==> config.mk <==
export PLATFORM = sky130hd
export DESIGN_NAME = npt_preset_bank
export DESIGN_NICKNAME = d
export VERILOG_FILES = /design/src/design/npt_pkg.sv /design/src/design/npt_spi_port.sv /design/src/design/npt_phase_acc.sv /design/src/design/npt_preset_bank.sv
export VERILOG_INCLUDE_DIRS = /design/src /design/src/design
export SDC_FILE = /design/constraint.sdc
export NUM_CORES = 1
export LEC_CHECK = 0
export BUFFER_PORTS_ARGS = -buffer_cell sky130_fd_sc_hd__buf_2
export CAP_MARGIN = 5
export CORE_UTILIZATION = 57
export DETAILED_ROUTE_END_ITERATION = 7
export HOLD_SLACK_MARGIN = 0.1
export PLACE_DENSITY = 0.81
export SYNTH_ARGS = -nofsm -noshare
export SYNTH_HDL_FRONTEND = slang
export SYNTH_SLANG_ARGS = --single-unit
==> constraint.sdc <==
create_clock -name i_clock -period 6.2 [get_ports i_clock]
set_input_delay 0.62 -clock i_clock [delete_from_list [all_inputs] [get_ports i_clock]]
set_output_delay 0.62 -clock i_clock [all_outputs]
set_load 0.01 [all_outputs]
==> src/design/npt_map.svh <==
// Register offsets, reset values and serial frame layout of the preset bank
`ifndef NPT_MAP_SVH
`define NPT_MAP_SVH
// ****************************************
// Register byte addresses
// ****************************************
`define NPT_RDIV_ADDR      15'h0217
`define NPT_FREQ_A_P0      15'h0220
`define NPT_PHASE_A_P0     15'h0224
`define NPT_FREQ_A_P1      15'h0228
`define NPT_PHASE_A_P1     15'h022C
`define NPT_FREQ_A_P2      15'h0230
`define NPT_PHASE_A_P2     15'h0234
`define NPT_FREQ_A_P3      15'h0238
`define NPT_PHASE_A_P3     15'h023C
`define NPT_PRESET_BASE    15'h0220
`define NPT_PRESET_LAST    15'h023F
// ****************************************
// Reset values and field positions
// ****************************************
`define NPT_FREQ_RESET     32'hC0000000
`define NPT_PHASE_RESET    16'h0000
`define NPT_RDIV_RESET     16'h0000
`define NPT_PHASE_LSB      16
// ****************************************
// Serial frame: read flag, 15-bit address, 8-bit data
// ****************************************
`define NPT_SPI_HDR_BITS   5'd16
`define NPT_SPI_FRAME_BITS 5'd24
`endif

==> src/design/npt_pkg.sv <==
// Shared types of the oscillator preset bank
package npt_pkg;
  // Register write carried from the serial port
  typedef struct packed {
    logic [14:0] addr;
    logic [7:0]  data;
  } npt_wr_type;
  // Active oscillator settings
  typedef struct packed {
    logic [31:0] freq;
    logic [15:0] phase;
    logic [15:0] rdiv;
  } npt_cfg_type;
  // Serial port frame states
  typedef enum logic [2:0] {
    NPT_IDLE, NPT_HDR, NPT_RLOAD, NPT_RDATA, NPT_WDATA, NPT_DONE
  } npt_spi_state_type;
endpackage : npt_pkg

==> src/design/npt_spi_port.sv <==
// Serial control port: frames writes and byte reads for the register bank
`timescale 1ns/1ns
`include "npt_map.svh"
module npt_spi_port
  import npt_pkg::*;
(
  input  wire logic        i_clock,
  input  wire logic        i_rstn,
  input  wire logic        i_spi_sclk,
  input  wire logic        i_spi_csn,
  input  wire logic        i_spi_sdi,
  output logic             o_spi_sdo,
  output logic             o_spi_sdo_oe,
  output logic [14:0]      o_rd_addr,
  input  wire logic [7:0]  i_rd_data,
  output npt_wr_type       o_wr,
  output logic             o_wr_valid
);
  // ****************************************
  // Pin synchronisers
  // ****************************************
  logic [2:0]        sclk_r;   // Two sync stages plus edge history
  logic [1:0]        csn_r;    // Two sync stages
  logic [1:0]        sdi_r;    // Two sync stages
  logic [23:0]       shift_r;  // Received bits
  logic [7:0]        tx_r;     // Read data to send
  logic [4:0]        cnt_r;    // Bits received
  npt_spi_state_type state_r;  // Frame state
  logic              rise;
  logic              fall;

  // Sync all pins, chip select idles high
  always_ff @(posedge i_clock or negedge i_rstn) begin
    if (!i_rstn) begin
      sclk_r <= 3'h0;
      csn_r  <= 2'h3;
      sdi_r  <= 2'h0;
    end else begin
      sclk_r <= {sclk_r[1:0], i_spi_sclk};
      csn_r  <= {csn_r[0], i_spi_csn};
      sdi_r  <= {sdi_r[0], i_spi_sdi};
    end
  end

  // Edges seen only from the second stage onward
  assign rise = sclk_r[1] & ~sclk_r[2];
  assign fall = ~sclk_r[1] & sclk_r[2];

  // ****************************************
  // Frame sequencer
  // ****************************************
  always_ff @(posedge i_clock or negedge i_rstn) begin
    if (!i_rstn) begin
      state_r    <= NPT_IDLE;
      cnt_r      <= 5'h00;
      shift_r    <= 24'h000000;
      o_rd_addr  <= 15'h0000;
      o_wr       <= '0;
      o_wr_valid <= 1'b0;
    end else begin
      o_wr_valid <= 1'b0;
      if (csn_r[1]) begin
        // Deselect aborts any frame
        state_r <= NPT_IDLE;
        cnt_r   <= 5'h00;
      end else begin
        if (rise) begin
          shift_r <= {shift_r[22:0], sdi_r[1]};
          cnt_r   <= cnt_r + 5'h01;
        end
        case (state_r)
          NPT_IDLE: state_r <= NPT_HDR;
          NPT_HDR: begin
            if (rise && cnt_r == `NPT_SPI_HDR_BITS - 5'h01) begin
              o_rd_addr <= {shift_r[13:0], sdi_r[1]};
              state_r   <= shift_r[14] ? NPT_RLOAD : NPT_WDATA;
            end
          end
          NPT_RLOAD: state_r <= NPT_RDATA;
          NPT_RDATA: begin
            if (rise && cnt_r == `NPT_SPI_FRAME_BITS - 5'h01) begin
              state_r <= NPT_DONE;
            end
          end
          NPT_WDATA: begin
            if (rise && cnt_r == `NPT_SPI_FRAME_BITS - 5'h01) begin
              o_wr       <= '{addr: o_rd_addr, data: {shift_r[6:0], sdi_r[1]}};
              o_wr_valid <= 1'b1;
              state_r    <= NPT_DONE;
            end
          end
          NPT_DONE: state_r <= NPT_DONE;
          default:  state_r <= NPT_IDLE;
        endcase
      end
    end
  end

  // ****************************************
  // Read data shifter, changes on falling edge
  // ****************************************
  always_ff @(posedge i_clock or negedge i_rstn) begin
    if (!i_rstn) begin
      tx_r      <= 8'h00;
      o_spi_sdo <= 1'b0;
    end else if (state_r == NPT_RLOAD) begin
      tx_r <= i_rd_data;
    end else if (state_r == NPT_RDATA && fall) begin
      o_spi_sdo <= tx_r[7];
      tx_r      <= {tx_r[6:0], 1'b0};
    end
  end

  // Drive the data pin only while read data is due
  assign o_spi_sdo_oe = (state_r == NPT_RDATA) & ~csn_r[1];
endmodule : npt_spi_port

==> src/design/npt_phase_acc.sv <==
// Phase accumulator for channel A, stepped by the sample enable
`timescale 1ns/1ns
`include "npt_map.svh"
module npt_phase_acc
  import npt_pkg::*;
(
  input  wire logic        i_clock,
  input  wire logic        i_rstn,
  input  wire logic        i_sample_en,
  input  wire logic        i_sync,
  input  npt_cfg_type      i_cfg,
  output logic [31:0]      o_phase,
  output logic             o_valid
);
  logic [31:0] acc_r;    // Running phase
  logic [32:0] sum;      // Phase plus step, with carry
  logic [31:0] modulus;  // Wrap point when the divisor is on
  logic [31:0] acc_nxt;  // Next phase

  // Step the phase; frequency is word times sample rate over 2^32, or over divisor times 2^16 when the divisor is on
  always_comb begin
    sum     = {1'b0, acc_r} + {1'b0, i_cfg.freq}; // RQ1
    modulus = {i_cfg.rdiv, 16'h0000};
    if (i_cfg.rdiv == `NPT_RDIV_RESET) begin
      acc_nxt = sum[31:0]; // RQ12
    end else if (sum >= {1'b0, modulus}) begin
      acc_nxt = 32'(sum - {1'b0, modulus});
    end else begin
      acc_nxt = sum[31:0];
    end
  end

  // Accumulate on each sample, sync restarts from zero
  always_ff @(posedge i_clock or negedge i_rstn) begin
    if (!i_rstn) begin
      acc_r   <= 32'h00000000;
      o_phase <= 32'h00000000;
      o_valid <= 1'b0;
    end else begin
      o_valid <= i_sample_en;
      if (i_sync) begin
        acc_r <= 32'h00000000; // RQ5
      end else if (i_sample_en) begin
        acc_r <= acc_nxt;
      end
      if (i_sample_en) begin
        // Offset left justified, wraps modulo one turn
        o_phase <= acc_r + {i_cfg.phase, 16'h0000}; // RQ6 RQ7 RQ8
      end
    end
  end
endmodule : npt_phase_acc

==> src/design/npt_preset_bank.sv <==
// Oscillator preset bank for channel A with serial register access
//
// Contract
// RQ1 - Output frequency is word times rate over 2^32
// RQ2 - Frequency word treated same signed or unsigned
// RQ3 - Software picks step and divisor for fractions
// RQ4 - Same word meaning for every frequency register
// RQ5 - Word change while running needs re-synchronisation
// RQ6 - Phase word left justified, added to accumulator
// RQ7 - Phase in radians is word/2^16 times 2pi
// RQ8 - Phase word wraps, signed or unsigned alike
// RQ9 - Reset loads default frequency, zero phase
// RQ10 - Preset 1 holds its own frequency word
// RQ11 - Preset 1 holds its own phase word
// RQ12 - Divisor zero gives plain 32-bit accumulator
// RQ13 - One divisor serves all presets
// RQ14 - Preset select picks pair, writes apply next sample
// RQ15 - Reads return last written or reset value
`timescale 1ns/1ns
`include "npt_map.svh"
module npt_preset_bank
  import npt_pkg::*;
#(
  parameter int NUM_PRESETS = 4    // Presets of channel A
)
(
  input  wire logic        i_clock,
  input  wire logic        i_rstn,
  input  wire logic        i_spi_sclk,
  input  wire logic        i_spi_csn,
  input  wire logic        i_spi_sdi,
  output logic             o_spi_sdo,
  output logic             o_spi_sdo_oe,
  input  wire logic [1:0]  i_preset_sel,
  input  wire logic        i_sample_en,
  input  wire logic        i_nco_sync,
  output logic [31:0]      o_nco_phase,
  output logic             o_nco_valid
);
  // ****************************************
  // Declarations
  // ****************************************
  logic [31:0] freq_word_a_r  [NUM_PRESETS];  // Frequency words per preset
  logic [15:0] phase_word_a_r [NUM_PRESETS];  // Phase words per preset
  logic [15:0] reference_divisor_r;           // Shared divisor
  logic [1:0]  sel_s1_r;                      // Preset select, first stage
  logic [1:0]  sel_r;                         // Preset select, synchronised
  logic [14:0] rd_addr;                       // Read address from port
  logic [7:0]  rd_data;                       // Read byte to port
  npt_wr_type  wr;                            // Write from port
  logic        wr_valid;                      // Write strobe
  logic        wr_in_bank;                    // Write hits preset window
  logic [1:0]  wr_preset;                     // Preset addressed by write
  logic        wr_is_phase;                   // Write hits a phase word
  logic [1:0]  wr_byte;                       // Byte lane of the write
  npt_cfg_type cfg;                           // Active settings

  // ****************************************
  // Serial control port
  // ****************************************
  npt_spi_port u_spi (
    .i_clock      (i_clock),
    .i_rstn       (i_rstn),
    .i_spi_sclk   (i_spi_sclk),
    .i_spi_csn    (i_spi_csn),
    .i_spi_sdi    (i_spi_sdi),
    .o_spi_sdo    (o_spi_sdo),
    .o_spi_sdo_oe (o_spi_sdo_oe),
    .o_rd_addr    (rd_addr),
    .i_rd_data    (rd_data),
    .o_wr         (wr),
    .o_wr_valid   (wr_valid)
  );

  // ****************************************
  // Write decode
  // ****************************************
  // Each preset takes eight bytes: frequency then phase
  assign wr_in_bank  = wr_valid && wr.addr >= `NPT_PRESET_BASE
                       && wr.addr <= `NPT_PRESET_LAST;
  assign wr_preset   = wr.addr[4:3];
  assign wr_is_phase = wr.addr[2];
  assign wr_byte     = wr.addr[1:0];

  // ****************************************
  // Preset storage, one slice per preset
  // ****************************************
  for (genvar p = 0; p < NUM_PRESETS; p++) begin : g_preset
    // Frequency word, byte writable, raw 32 bits kept
    always_ff @(posedge i_clock or negedge i_rstn) begin
      if (!i_rstn) begin
        freq_word_a_r[p] <= `NPT_FREQ_RESET; // RQ9
      end else if (wr_in_bank && !wr_is_phase && wr_preset == 2'(p)) begin
        // No sign handling: word stored as written
        freq_word_a_r[p][8*wr_byte +: 8] <= wr.data; // RQ2 RQ4 RQ10
      end
    end

    // Phase word, low two bytes only
    always_ff @(posedge i_clock or negedge i_rstn) begin
      if (!i_rstn) begin
        phase_word_a_r[p] <= `NPT_PHASE_RESET; // RQ9
      end else if (wr_in_bank && wr_is_phase && wr_preset == 2'(p)
                   && !wr_byte[1]) begin
        phase_word_a_r[p][8*wr_byte[0] +: 8] <= wr.data; // RQ11
      end
    end
  end

  // ****************************************
  // Shared reference divisor
  // ****************************************
  // One copy for all presets
  always_ff @(posedge i_clock or negedge i_rstn) begin
    if (!i_rstn) begin
      reference_divisor_r <= `NPT_RDIV_RESET;
    end else if (wr_valid && wr.addr == `NPT_RDIV_ADDR) begin
      // Divisor pair sits at an odd base: low byte first
      reference_divisor_r[7:0] <= wr.data; // RQ13
    end else if (wr_valid && wr.addr == `NPT_RDIV_ADDR + 15'h0001) begin
      // High byte at the next address
      reference_divisor_r[15:8] <= wr.data; // RQ13
    end
  end

  // ****************************************
  // Read mux
  // ****************************************
  // Reads show stored words; unmapped bytes read zero
  always_comb begin
    logic [1:0] rp;
    rp      = rd_addr[4:3];
    rd_data = 8'h00;
    if (rd_addr >= `NPT_PRESET_BASE && rd_addr <= `NPT_PRESET_LAST
        && 32'(rp) < NUM_PRESETS) begin
      if (!rd_addr[2]) begin
        rd_data = freq_word_a_r[rp][8*rd_addr[1:0] +: 8]; // RQ15
      end else if (!rd_addr[1]) begin
        rd_data = phase_word_a_r[rp][8*rd_addr[0] +: 8]; // RQ15
      end
    end else if (rd_addr == `NPT_RDIV_ADDR) begin
      rd_data = reference_divisor_r[7:0];
    end else if (rd_addr == `NPT_RDIV_ADDR + 15'h0001) begin
      rd_data = reference_divisor_r[15:8];
    end
  end

  // ****************************************
  // Preset select
  // ****************************************
  // Select comes from a pin: two stages before use
  always_ff @(posedge i_clock or negedge i_rstn) begin
    if (!i_rstn) begin
      sel_s1_r <= 2'h0;
      sel_r    <= 2'h0;
    end else begin
      sel_s1_r <= i_preset_sel;
      sel_r    <= sel_s1_r;
    end
  end

  // Live words feed the accumulator, so writes act next sample
  always_comb begin
    cfg.freq  = freq_word_a_r[sel_r];  // RQ14
    cfg.phase = phase_word_a_r[sel_r]; // RQ14
    cfg.rdiv  = reference_divisor_r;   // RQ13
  end

  // ****************************************
  // Phase accumulator
  // ****************************************
  // Output frequency is word times sample rate over 2^32 with divisor zero, over divisor times 2^16 otherwise;
  // phase offset is word over 2^16 of a full turn.
  // Changing a word while running leaves phase arbitrary;
  // the sync input restarts it.
  npt_phase_acc u_acc (
    .i_clock     (i_clock),
    .i_rstn      (i_rstn),
    .i_sample_en (i_sample_en), // RQ1
    .i_sync      (i_nco_sync),  // RQ5
    .i_cfg       (cfg),         // RQ6 RQ7 RQ8 RQ12
    .o_phase     (o_nco_phase),
    .o_valid     (o_nco_valid)
  );
endmodule : npt_preset_bank

; Word-level counts from Yosys, hierarchy flattened
; Cells that the tools add are included.
[classes]
add_sub_neg = 6
magnitude_cmp = 7
n_eq_ne = 16
shift = 6
muxes = 41
n_bitwise = 10
n_reduce_logical = 37
[op_table]
columns = op, n
row1 = 2-to-1 mux 32 bit, 8
row2 = binary-select mux 32 bit (select 2 bit), 2
row3 = bitwise mux 32 bit, 4
row4 = binary-select mux 16 bit (select 2 bit), 2
row5 = bitwise mux 16 bit, 4
row6 = 2-to-1 mux 16 bit, 4
row7 = "== test 15 x 10 -> 1 bit, second input constant", 4
row8 = 2-to-1 mux 8 bit, 7
row9 = negation 4 -> 34 bit, 1
row10 = negation 5 -> 34 bit, 1
row11 = "variable shift 8 x 34 -> 16 bit, first input constant", 1
row12 = "variable shift 8 x 34 -> 32 bit, first input constant", 1
row13 = indexed part select 8 x 34 -> 16 bit, 1
row14 = indexed part select 8 x 34 -> 32 bit, 1
row15 = adder 32 x 32 -> 33 bit, 1
row16 = greater-or-equal comparator 33 x 32 -> 1 bit, 1
row17 = adder 32 bit, 1
row18 = indexed part select 32 x 6 -> 8 bit, 1
row19 = subtractor 32 bit, 1
row20 = "greater-or-equal comparator 15 x 10 -> 1 bit, second input constant", 2
row21 = "less-or-equal comparator 15 x 10 -> 1 bit, second input constant", 2
row22 = logical AND 1 bit, 22
row23 = zero test 16 bit, 1
row24 = indexed part select 16 x 5 -> 8 bit, 1
row25 = other kinds (24), 49
[totals]
reg_bits = 355
out_inout_bits = 35
word_cells = 150

; Depth between registers and ports, before layout
; Gate-level depths: netlist (run 1).
[logic_depth]
depth_word = 10
ltp_mapped = 23

; Hierarchy
; From an unflattened synthesis (run 1), not the netlist that was laid out.
[hier_totals]
cells_unflattened = 1866
area_unflattened_um2 = 20569.7
[by_module_without_submodules]
columns = mod, n_inst, cells_per_inst, area_each_um2, seq_area_each_um2
row1 = npt_preset_bank, 1, 1000, 11400.9, 5315.1
row2 = npt_phase_acc, 1, 644, 5890.6, 1626.6
row3 = npt_spi_port, 1, 222, 3278.1, 1954.4

; Worst setup path after synthesis (run 1)
; OpenSTA, ideal clock, no wires.
[synth_timing]
path_type = register to register
from = register sel_r[0]
to = register u_acc.acc_r[17]
arrival_time_ns = 6.149
required_time_ns = 6.106
slack_ns = -0.043
path_stages_with_launch = 23
n_path_buf = 3
path_cell_list = dfrtp_1 buf_1 buf_1 mux4_2 ha_1 clkbuf_1 a21o_1 a221o_1 a21oi_1 o21ai_1 a211oi_2 o21bai_1 xor2_1 ha_1 and4_1 nand2_1 or4b_1 nor4_1 o211ai_1 nand4bb_1 o2bb2ai_4 mux2_1 a211oi_1
[synth_via]
elab_chain_cells = 10
[synth_rtl]
columns = item, line_no
row1 = start: declaration, npt_preset_bank.sv:47  ; logic [1:0] sel_r;
row2 = start signal: assignment, npt_preset_bank.sv:158  ; sel_r <= sel_s1_r;
row3 = inverter 2 -> 3 bit (not written as such) (*), npt_preset_bank.sv:164  ; cfg.freq = freq_word_a_r[sel_r];
row4 = binary-select mux 32 bit (select 2 bit) (*), npt_preset_bank.sv:164
row5 = 2-to-1 mux 32 bit (not written as such) (*) (2 in series), npt_preset_bank.sv:164
row6 = adder 32 x 32 -> 33 bit (*), npt_phase_acc.sv:22  ; sum = {1'b0, acc_r} + {1'b0, i_cfg.freq};
row7 = subtractor 32 bit or greater-or-equal comparator 33 x 32 -> 1 bit (tied branches), "npt_phase_acc.sv:27, npt_phase_acc.sv:26"
row8 = 2-to-1 mux 32 bit, npt_phase_acc.sv:26  ; end else if (sum >= {1'b0, modulus}) begin
row9 = 2-to-1 mux 32 bit (*), npt_phase_acc.sv:24  ; if (i_cfg.rdiv == `NPT_RDIV_RESET) begin
row10 = 2-to-1 mux 32 bit (*), npt_phase_acc.sv:43  ; end else if (i_sample_en) begin
row11 = 2-to-1 mux 32 bit (*), npt_phase_acc.sv:41  ; if (i_sync) begin
row12 = end signal: assignment, npt_phase_acc.sv:44  ; acc_r <= acc_nxt;
row13 = end: declaration, npt_phase_acc.sv:15  ; logic [31:0] acc_r;
; Every way passes the cells marked *; elsewhere a longest branch is shown, timed or not. The select of a mux whose other input is x is not followed.
; A chain may end at the register's enable or synchronous reset.

; Worst setup path after layout (run 1)
; Same ends and word-level chain as after synthesis.

==> results.txt, run 1 <==
----------------------------------------------------
[Synth]
  Synth area leaders ... sky130_fd_sc_hd__dfrtp_1 44%, sky130_fd_sc_hd__mux4_2 12%, sky130_fd_sc_hd__mux2_2 8.2%, sky130_fd_sc_hd__o21ai_0 4.7%, sky130_fd_sc_hd__ha_1 4.6%
  Share of the synthesized area in the top cell type ... 0.443
  Synth async-reset ratio ... 1.00
  Top_reg_cell synth ... sky130_fd_sc_hd__dfrtp_1
  Synth warnings ... 0
  Seq/Total Area, Yosys ... 0.457
  Number of flops mapped to enable cells by yosys ... 0
  Total of flip-flops plus latches after synthesis ... 355
  Number of unique standard cell types used by synthesis ... 71
  Net Count, Synth ... 1,809
  Number of instances in the synthesized netlist ... 1,726
  Cell Area, Synth ... 19,500 sq um
  Synth area leader ... sky130_fd_sc_hd__dfrtp_1
  Mean cell area of the mapped netlist ... 11.3 sq um

[Critical path]
  Critical path, cell by cell ... buf_6, mux4_2, ha_1, or3_1, o21bai_1, a311oi_2, o21ai_2, a21oi_1, o21ai_0, xor2_1, ha_1, and4_1, nand2_1, or4b_1, nor4_1, o211ai_1, nand4bb_1, o2bb2ai_4, mux2_1, a211oi_1
  Data required time at the worst endpoint ... 6.66 ns
  Arrival time of the worst setup path ... 6.36 ns
  Most used cell along the critical path ... sky130_fd_sc_hd__ha_1
  Slowest cell on crit path ... sky130_fd_sc_hd__mux4_2
  R2R Setup Slk ... 0.30 ns
  Critical path peak fanout ... 8
  Destination of the worst register-to-register timing path ... u_acc.acc_r[17]
  Worst-case reg-to-reg path depth ... 20
  Kind of end point of the critical path ... register
  RR Startpoint ... sel_r[0]
  Worst Setup Start Kind ... register
  Maximum single-stage delay on the critical path ... 0.57 ns
  Crit path kind ... register to register

[Clocking]
  Number of sinks driven by the clock tree ... 355
  Root buffer cell ... sky130_fd_sc_hd__clkbuf_16
  Maximum clock insertion buffer count ... 3
  TritonCTS buffer count ... 39
  Clock transition at the registers of the reported paths ... 0.07 ns
  Hold bufs inserted after CTS ... 0
  Htree depth ... 2
  Worst-skew pair later-pin latency ... 0.55 ns
  Clock tree from TritonCTS ... done

[Hold path]
  Depth of the worst hold-timing path ... 1
  Path category of the worst min-delay check ... input port to register
  WHS Endpoint ... u_spi.csn_r[0]
  Startpoint of the worst hold path ... i_spi_csn

[Timing]
  Worst max-slew margin expressed relative to the limit ... 0.154
  Worst-Margin Slew ... 1.27 ns
  Worst-case setup margin in the final layout ... 0.296 ns
  Clock tree skew after final layout ... 0.0113 ns
  Max-slew violation count ... 0
  Count of endpoints failing setup in the final report ... 0
  Hold Vio Cnt, Final ... 0
  Post-layout minimum cycle time ... 5.90 ns
  Achievable frequency ... 0.169 GHz
  Final cycle utilization of the critical path ... 0.952
  Smallest hold slack ... 0.166 ns

[Detailed routing]
  Vias ... 14,600
  Routed Wire Length ... 51.2 mm
  Via density per instance ... 6.50
  Routed wire per std cell ... 22.8 um
  Detailed router's first-iteration violation count ... 1,374
  DRC violation count after routing ... 0
  DRT antenna net count ... 0
  Pre-Repair DR Iteration Count ... 8

[Pwr]
  P_leak ... 0.00970 uW
  Largest voltage drop on the vdd net ... 0.000236 V
  Pwr per Cell Area ... 241 nW/um^2

[Finish]
  Fill count ... 2,447
  Signed area change from the synthesized netlist to the final layout ... 11.5%
  Layout net count ... 1,848
  Final standard cell utilization of the core ... 0.647
  Final antenna diode count ... 0
  Proportion of layout cells with a drive suffix above 1 ... 0.238

[GRT]
  Initial antenna violation count ... 1
  Via count of the first global-routing pass ... 14,900
  Wire length of the first global-routing pass ... 81.6 mm
  Pin count of the biggest net entering global routing ... 162
  Combined global-route utilization of all metal layers ... 0.298
  Total global routing overflow ... 0

[Place]
  Routability congestion estimate ... 0.963
  I/O Buffers ... 43
  Placed wire-length estimate ... 35.5 mm
  Placement-stage worst setup slack ... 0.0696 ns

[Floorplanning]
  Die boundary height ... 187 um
  Number of top-level pins ... 44
  Horizontal extent of the die ... 187 um
  Row Count ... 67
  Core area ... 33,500 sq um
  Total Die Area ... 34,900 sq um
  Starting density of the core ... 0.581

[Flow run]
  Number of max-capacitance violations reported ... 0

[Run status]
  Result of the run ... finished, final reports clean

----------------------------------------------------
-- what timing repair did --
| item | 4_1_cts | 5_1_grt |
|---|---|---|
| resized for setup | 0 | 12 |
| buffers inserted | 0 | 5 |
| endpoints found under the setup margin | 0 | 16 |
-- registers in the layout, summed over array words and instances (netlist names) --
| signal | count |
|---|---|
| u_spi.sdi_r | 2 |
| freq_word_a_r | 128 |
| u_spi.o_wr | 23 |
| u_spi.o_rd_addr | 15 |
| u_acc.o_valid | 1 |
| u_spi.shift_r | 15 |
| u_spi.state_r | 3 |
| sel_s1_r | 2 |
| u_acc.acc_r | 32 |
| u_spi.tx_r | 8 |
| reference_divisor_r | 16 |
| u_spi.csn_r | 2 |
| u_spi.o_wr_valid | 1 |
| sel_r | 2 |
| u_spi.sclk_r | 3 |
| u_spi.o_spi_sdo | 1 |
| phase_word_a_r | 64 |
| u_acc.o_phase | 32 |
| u_spi.cnt_r | 5 |
-- power by group --
| part | internal [uW] | total [uW] | switching, uW |
|---|---|---|---|
| Sequential | 2370 | 2420 | 49.5 |
| Combinational | 131 | 317 | 186 |
| Clock | 1490 | 2490 | 997 |
-- final cells by class --
cell class / instances / area [sq um] / area share
multi-input cells: 1233 / 10100 / 0.464
well taps: 448 / 561 / 0.0258
clock inverters: 21 / 309 / 0.0142
clock buffers: 51 / 1070 / 0.0494
inverters: 51 / 191 / 0.00882
flip-flops and latches: 355 / 8900 / 0.410
repair buffers: 85 / 592 / 0.0273
-- cell usage after synthesis (all sizes together) (7+ instances only) --
cell / number
and3: 11
a21oi: 44
a21o: 23
dfstp: 10
a222oi: 8
o211ai: 10
buf: 17
mux2: 142
nor3b: 9
nor2: 84
mux4: 104
nor3: 23
xor2: 18
ha: 71
o21a: 9
a211oi: 27
o21ai: 189
nand3: 18
o22ai: 11
dfrtp: 345
clkbuf: 70
nand4: 10
inv: 50
mux2i: 34
o21bai: 7
a22oi: 8
nor4: 11
xnor2: 30
nand2: 231
nor2b: 15
-- cells in the final DEF, fill, tap and decap left out, types with 15 or more instances in the layout --
cell	instances
sky130_fd_sc_hd__a211oi_1	24
sky130_fd_sc_hd__a21o_1	23
sky130_fd_sc_hd__a21oi_1	44
sky130_fd_sc_hd__buf_2	41
sky130_fd_sc_hd__buf_4	37
sky130_fd_sc_hd__clkbuf_16	39
sky130_fd_sc_hd__dfrtp_1	341
sky130_fd_sc_hd__ha_1	71
sky130_fd_sc_hd__inv_1	50
sky130_fd_sc_hd__mux2_2	141
sky130_fd_sc_hd__mux2i_1	34
sky130_fd_sc_hd__mux4_2	104
sky130_fd_sc_hd__nand2_1	231
sky130_fd_sc_hd__nand3_1	18
sky130_fd_sc_hd__nor2_1	84
sky130_fd_sc_hd__nor2b_1	15
sky130_fd_sc_hd__nor3_1	23
sky130_fd_sc_hd__o21ai_0	183
sky130_fd_sc_hd__xnor2_1	30
sky130_fd_sc_hd__xor2_1	18
-- layer usage --
| metal | GRT usage | vias to the layer above | routed length, um |
|---|---|---|---|
| met5 | 0 | - | 0 |
| met4 | 0.138 | 0 | 2460 |
| met3 | 0.0583 | 167 | 4090 |
| met2 | 0.478 | 680 | 24400 |
| met1 | 0.395 | 7293 | 20300 |
| li1 | - | 6444 | - |
-- worst max-delay path, delay by kind of cell, from the launching register on --
kind / cells / cell delay [ns]
DFF: 1 / 0.46
and+or+nand+nor: 6 / 1.65
AOI/OAI and AO/OA: 8 / 1.77
muxes: 2 / 0.91
adders and majority gates: 2 / 0.62
xor gates and xnor gates: 1 / 0.18
buffers and inverters: 1 / 0.20
-- how the worst max path moves through the flow --
stage | from | to | slack, ns | depth (start not counted)
3_5_place_dp | sel_r[0] | u_acc.acc_r[17] | 0.07 | 21
4_1_cts | sel_r[0] | u_acc.acc_r[17] | 0.02 | 20
6_report | sel_r[0] | u_acc.acc_r[17] | 0.30 | 20
3_3_place_gp | sel_r[0] | u_acc.acc_r[17] | 0.21 | 21
2_1_floorplan | sel_r[0] | u_acc.acc_r[17] | 0.12 | 21
5_1_grt | sel_r[0] | u_acc.acc_r[17] | -0.0001 | 21
-- logic make-up after synthesis --
family,after synthesis,synth area share
AO/OA/AOI/OAI,375,0.119
XOR/XNOR,48,0.0216
adder cells (fa/ha/maj),74,0.0487
buffers and inverters,138,0.0271
flip-flops,355,0.457
multiplexers,280,0.220
AND/OR/NAND/NOR,456,0.107
-- metrics by stage --
step           instances  instance area (sq um)  power, uW  setup TNS [ns]
6_report            2244                  21700       5220               0
5_1_grt             2244                  21700       5380      -0.0000959
4_1_cts             2239                  21600       5250               0
3_5_place_dp        2167                  20200       2770               0
3_3_place_gp        2167                  20200       2760               0
2_1_floorplan       1726                  19500       2640               0
No activity file was read; power rests on OpenSTA's default activity.
==> inputs of run 2 (changes only) <==
--- a/config.mk
+++ b/config.mk
@@ -6,6 +6,7 @@
 export SDC_FILE = /design/constraint.sdc
 export NUM_CORES = 1
 export LEC_CHECK = 0
+export ABC_AREA = 1
 export BUFFER_PORTS_ARGS = -buffer_cell sky130_fd_sc_hd__buf_2
 export CAP_MARGIN = 5
 export CORE_UTILIZATION = 57
==> run 2 against run 1 <==
Synthesized cell count is 55% higher. Routed wire length grew 21%. Sequential share of layout area shrank 0.49 points. Largest cell class unchanged. Power increased by 7.4%. Synthesized area increased by 4.1%. Fmax increased by 11%. Critical endpoint unchanged.
==> results.txt, run 2 <==
----------------------------------------------------
[Detailed routing]
  Routed Wire Length ... 62.0 mm
  Detailed router's first-iteration violation count ... 2,355
  Routed wire per std cell ... 19.8 um
  Pre-Repair DR Iteration Count ... 7
  DRT antenna net count ... 0
  DRC violation count after routing ... 0
  Via density per instance ... 6.23
  Vias ... 19,500

[Critical path]
  Slowest cell on crit path ... sky130_fd_sc_hd__inv_2
  Worst Setup Start Kind ... register
  RR Startpoint ... sel_r[0]
  Kind of end point of the critical path ... register
  Launch point of the worst path ... sel_r[0]
  Arrival time of the worst setup path ... 5.82 ns
  R2R Setup Slk ... 0.86 ns
  Data required time at the worst endpoint ... 6.68 ns
  Destination of the worst register-to-register timing path ... u_acc.acc_r[17]
  Critical path peak fanout ... 37
  Most used cell along the critical path ... sky130_fd_sc_hd__nand2_1
  Worst-case reg-to-reg path depth ... 28
  Destination of the critical timing path ... u_acc.acc_r[17]
  Crit path kind ... register to register
  Maximum single-stage delay on the critical path ... 0.50 ns

[Clocking]
  Post-CTS Setup Bufs ... 0
  Number of sinks driven by the clock tree ... 355
  Clock transition at the registers of the reported paths ... 0.06 ns
  Worst-skew pair later-pin latency ... 0.56 ns
  Maximum clock insertion buffer count ... 3
  Root buffer cell ... sky130_fd_sc_hd__clkbuf_16
  Hold bufs inserted after CTS ... 0
  Htree depth ... 2
  Clock tree from TritonCTS ... done
  TritonCTS buffer count ... 39
  Post-CTS Resized ... 0

[Finish]
  Most common cell after layout, fill and taps aside ... sky130_fd_sc_hd__nand2_1
  Proportion of layout cells with a drive suffix above 1 ... 0.0725
  Layout net count ... 2,730
  Final design area excluding fillers ... 22,000 sq um
  Largest registers ranked by flip-flop count ... freq_word_a_r x128, phase_word_a_r x64
  Largest register by flop count ... freq_word_a_r
  Final standard cell utilization of the core ... 0.631
  Signed area change from the synthesized netlist to the final layout ... 8.30%
  Max FFs per register ... 128
  Final antenna diode count ... 0
  Most frequent cells in the layout ... 602 x sky130_fd_sc_hd__nand2_1, 524 x sky130_fd_sc_hd__o21ai_0, 343 x sky130_fd_sc_hd__dfrtp_1, 286 x sky130_fd_sc_hd__nor2_1, 208 x sky130_fd_sc_hd__inv_1
  Fill count ... 2,955

[Synth]
  Mean cell area of the mapped netlist ... 7.59 sq um
  Top cells by instance count after synthesis ... 602 x sky130_fd_sc_hd__nand2_1, 524 x sky130_fd_sc_hd__o21ai_0, 345 x sky130_fd_sc_hd__dfrtp_1
  Top_reg_cell synth ... sky130_fd_sc_hd__dfrtp_1
  Cell with the most instances after synthesis ... sky130_fd_sc_hd__nand2_1
  Number of instances in the synthesized netlist ... 2,669
  Share of the synthesized area in the top cell type ... 0.426
  Number of unique standard cell types used by synthesis ... 58
  Synth area leader ... sky130_fd_sc_hd__dfrtp_1
  Synth async-reset ratio ... 1.00
  Cell Area, Synth ... 20,300 sq um
  Number of flops mapped to enable cells by yosys ... 0
  Synth warnings ... 0
  Synth area leaders ... sky130_fd_sc_hd__dfrtp_1 43%, sky130_fd_sc_hd__o21ai_0 13%, sky130_fd_sc_hd__nand2_1 11%, sky130_fd_sc_hd__nor2_1 5.3%, sky130_fd_sc_hd__ha_1 4.4%
  Total of flip-flops plus latches after synthesis ... 355
  Net Count, Synth ... 2,752
  Seq/Total Area, Yosys ... 0.439

[GRT]
  Combined global-route utilization of all metal layers ... 0.349
  Wire length of the first global-routing pass ... 99.4 mm
  Via count of the first global-routing pass ... 18,300
  Initial antenna violation count ... 0
  Pin count of the biggest net entering global routing ... 152
  Total global routing overflow ... 0

[Timing]
  Worst max-slew margin expressed relative to the limit ... 0.147
  Worst-Margin Slew ... 1.27 ns
  Hold Vio Cnt, Final ... 0
  Max-slew violation count ... 0
  Count of endpoints failing setup in the final report ... 0
  Post-layout minimum cycle time ... 5.34 ns
  Setup Total Neg Slack ... 0 ns
  Smallest hold slack ... 0.0656 ns
  Clock tree skew after final layout ... 0.0297 ns
  Final cycle utilization of the critical path ... 0.861
  Achievable frequency ... 0.187 GHz
  Setup repair after global routing missed its margin ... false

[Pwr]
  Switching part of the total ... 0.285
  Total net switching power ... 1600 uW
  Sequential fraction of design power ... 0.437
  Combinational share of power ... 0.152
  Pwr per Cell Area ... 256 nW/um^2
  Largest voltage drop on the vdd net ... 0.000221 V
  P_leak ... 0.0102 uW
  Internal portion of total power ... 4010 uW
  Clock Power Share ... 0.410

[Place]
  I/O Buffers ... 43
  Routability congestion estimate ... 1.01
  Placed wire-length estimate ... 43.6 mm
  Standard cell area after detailed placement ... 20,700 sq um

[Flow run]
  Number of max-capacitance violations reported ... 0

[Hold path]
  Path category of the worst min-delay check ... input port to async pin

[Floorplanning]
  Number of top-level pins ... 44
  Core area ... 34,800 sq um
  Total Die Area ... 36,300 sq um
  Starting density of the core ... 0.583
  Horizontal extent of the die ... 191 um
  Row Count ... 68
  Die boundary height ... 191 um

[Run status]
  Result of the run ... finished, final reports clean

----------------------------------------------------
run 2: worst min-delay path by stage:
stage              startpoint  slack [ns]  cells after the start               end
2_1_floorplan          i_rstn        0.32                      0  freq_word_a_r[0]
3_3_place_gp   u_spi.sdi_r[0]        0.33                      0    u_spi.sdi_r[1]
3_5_place_dp      sel_s1_r[1]        0.34                      0          sel_r[1]
4_1_cts                i_rstn        0.10                      1  u_acc.o_phase[1]
5_1_grt                i_rstn        0.12                      1  u_acc.o_phase[2]
6_report               i_rstn        0.07                      1  u_acc.o_phase[2]
run 2: critical path: cells and delay by family, from the launching register on:
kind / cells / cell delay, ns
adder cells (fa/ha/maj): 2 / 0.77
AO/OA/AOI/OAI: 5 / 1.42
XOR/XNOR: 1 / 0.32
flip-flops: 1 / 0.41
buffers and inverters: 5 / 0.78
AND/OR/NAND/NOR: 15 / 1.52
run 2: cell families after synthesis:
kind of cell / synth area share
muxes: 0.000494
adders and majority gates: 0.0468
AOI/OAI and AO/OA: 0.204
xor gates and xnor gates: 0.0160
DFF: 0.439
and+or+nand+nor: 0.228
buffers and inverters: 0.0660
run 2: power groups by stage:
stage | sequential [uW] | clock [uW] | combinational (uW)
global placement | 2490 | 0 | 825
global route | 2460 | 2410 | 946
finish | 2450 | 2300 | 855
floorplan | 2480 | 0 | 562
detailed placement | 2490 | 0 | 835
CTS | 2450 | 2320 | 839
run 2: final cells by class:
class	instances	area (sq um)	area share
Sequential cell	355	8900	0.405
Multi-Input combinational cell	1974	10000	0.457
Timing Repair Buffer	63	388	0.0177
Inverter	214	803	0.0366
Tap cell	455	569	0.0259
Clock inverter	13	169	0.00769
Clock buffer	57	1080	0.0494
run 2: routing by layer:
layer	GRT usage	wire (um)	part of all wire
met1	0.476	24900	0.40
met2	0.534	27200	0.44
met3	0.0607	6390	0.10
met4	0.179	3430	0.055
met5	0	0	0
run 2: stage by stage:
stage	worst slack, ns	cells	power (uW)
finish	0.864	3131	5610
global route	0.504	3131	5820
CTS	1.02	3131	5610
detailed placement	1.04	3061	3330
global placement	1.10	3061	3320
floorplan	1.79	2669	3050
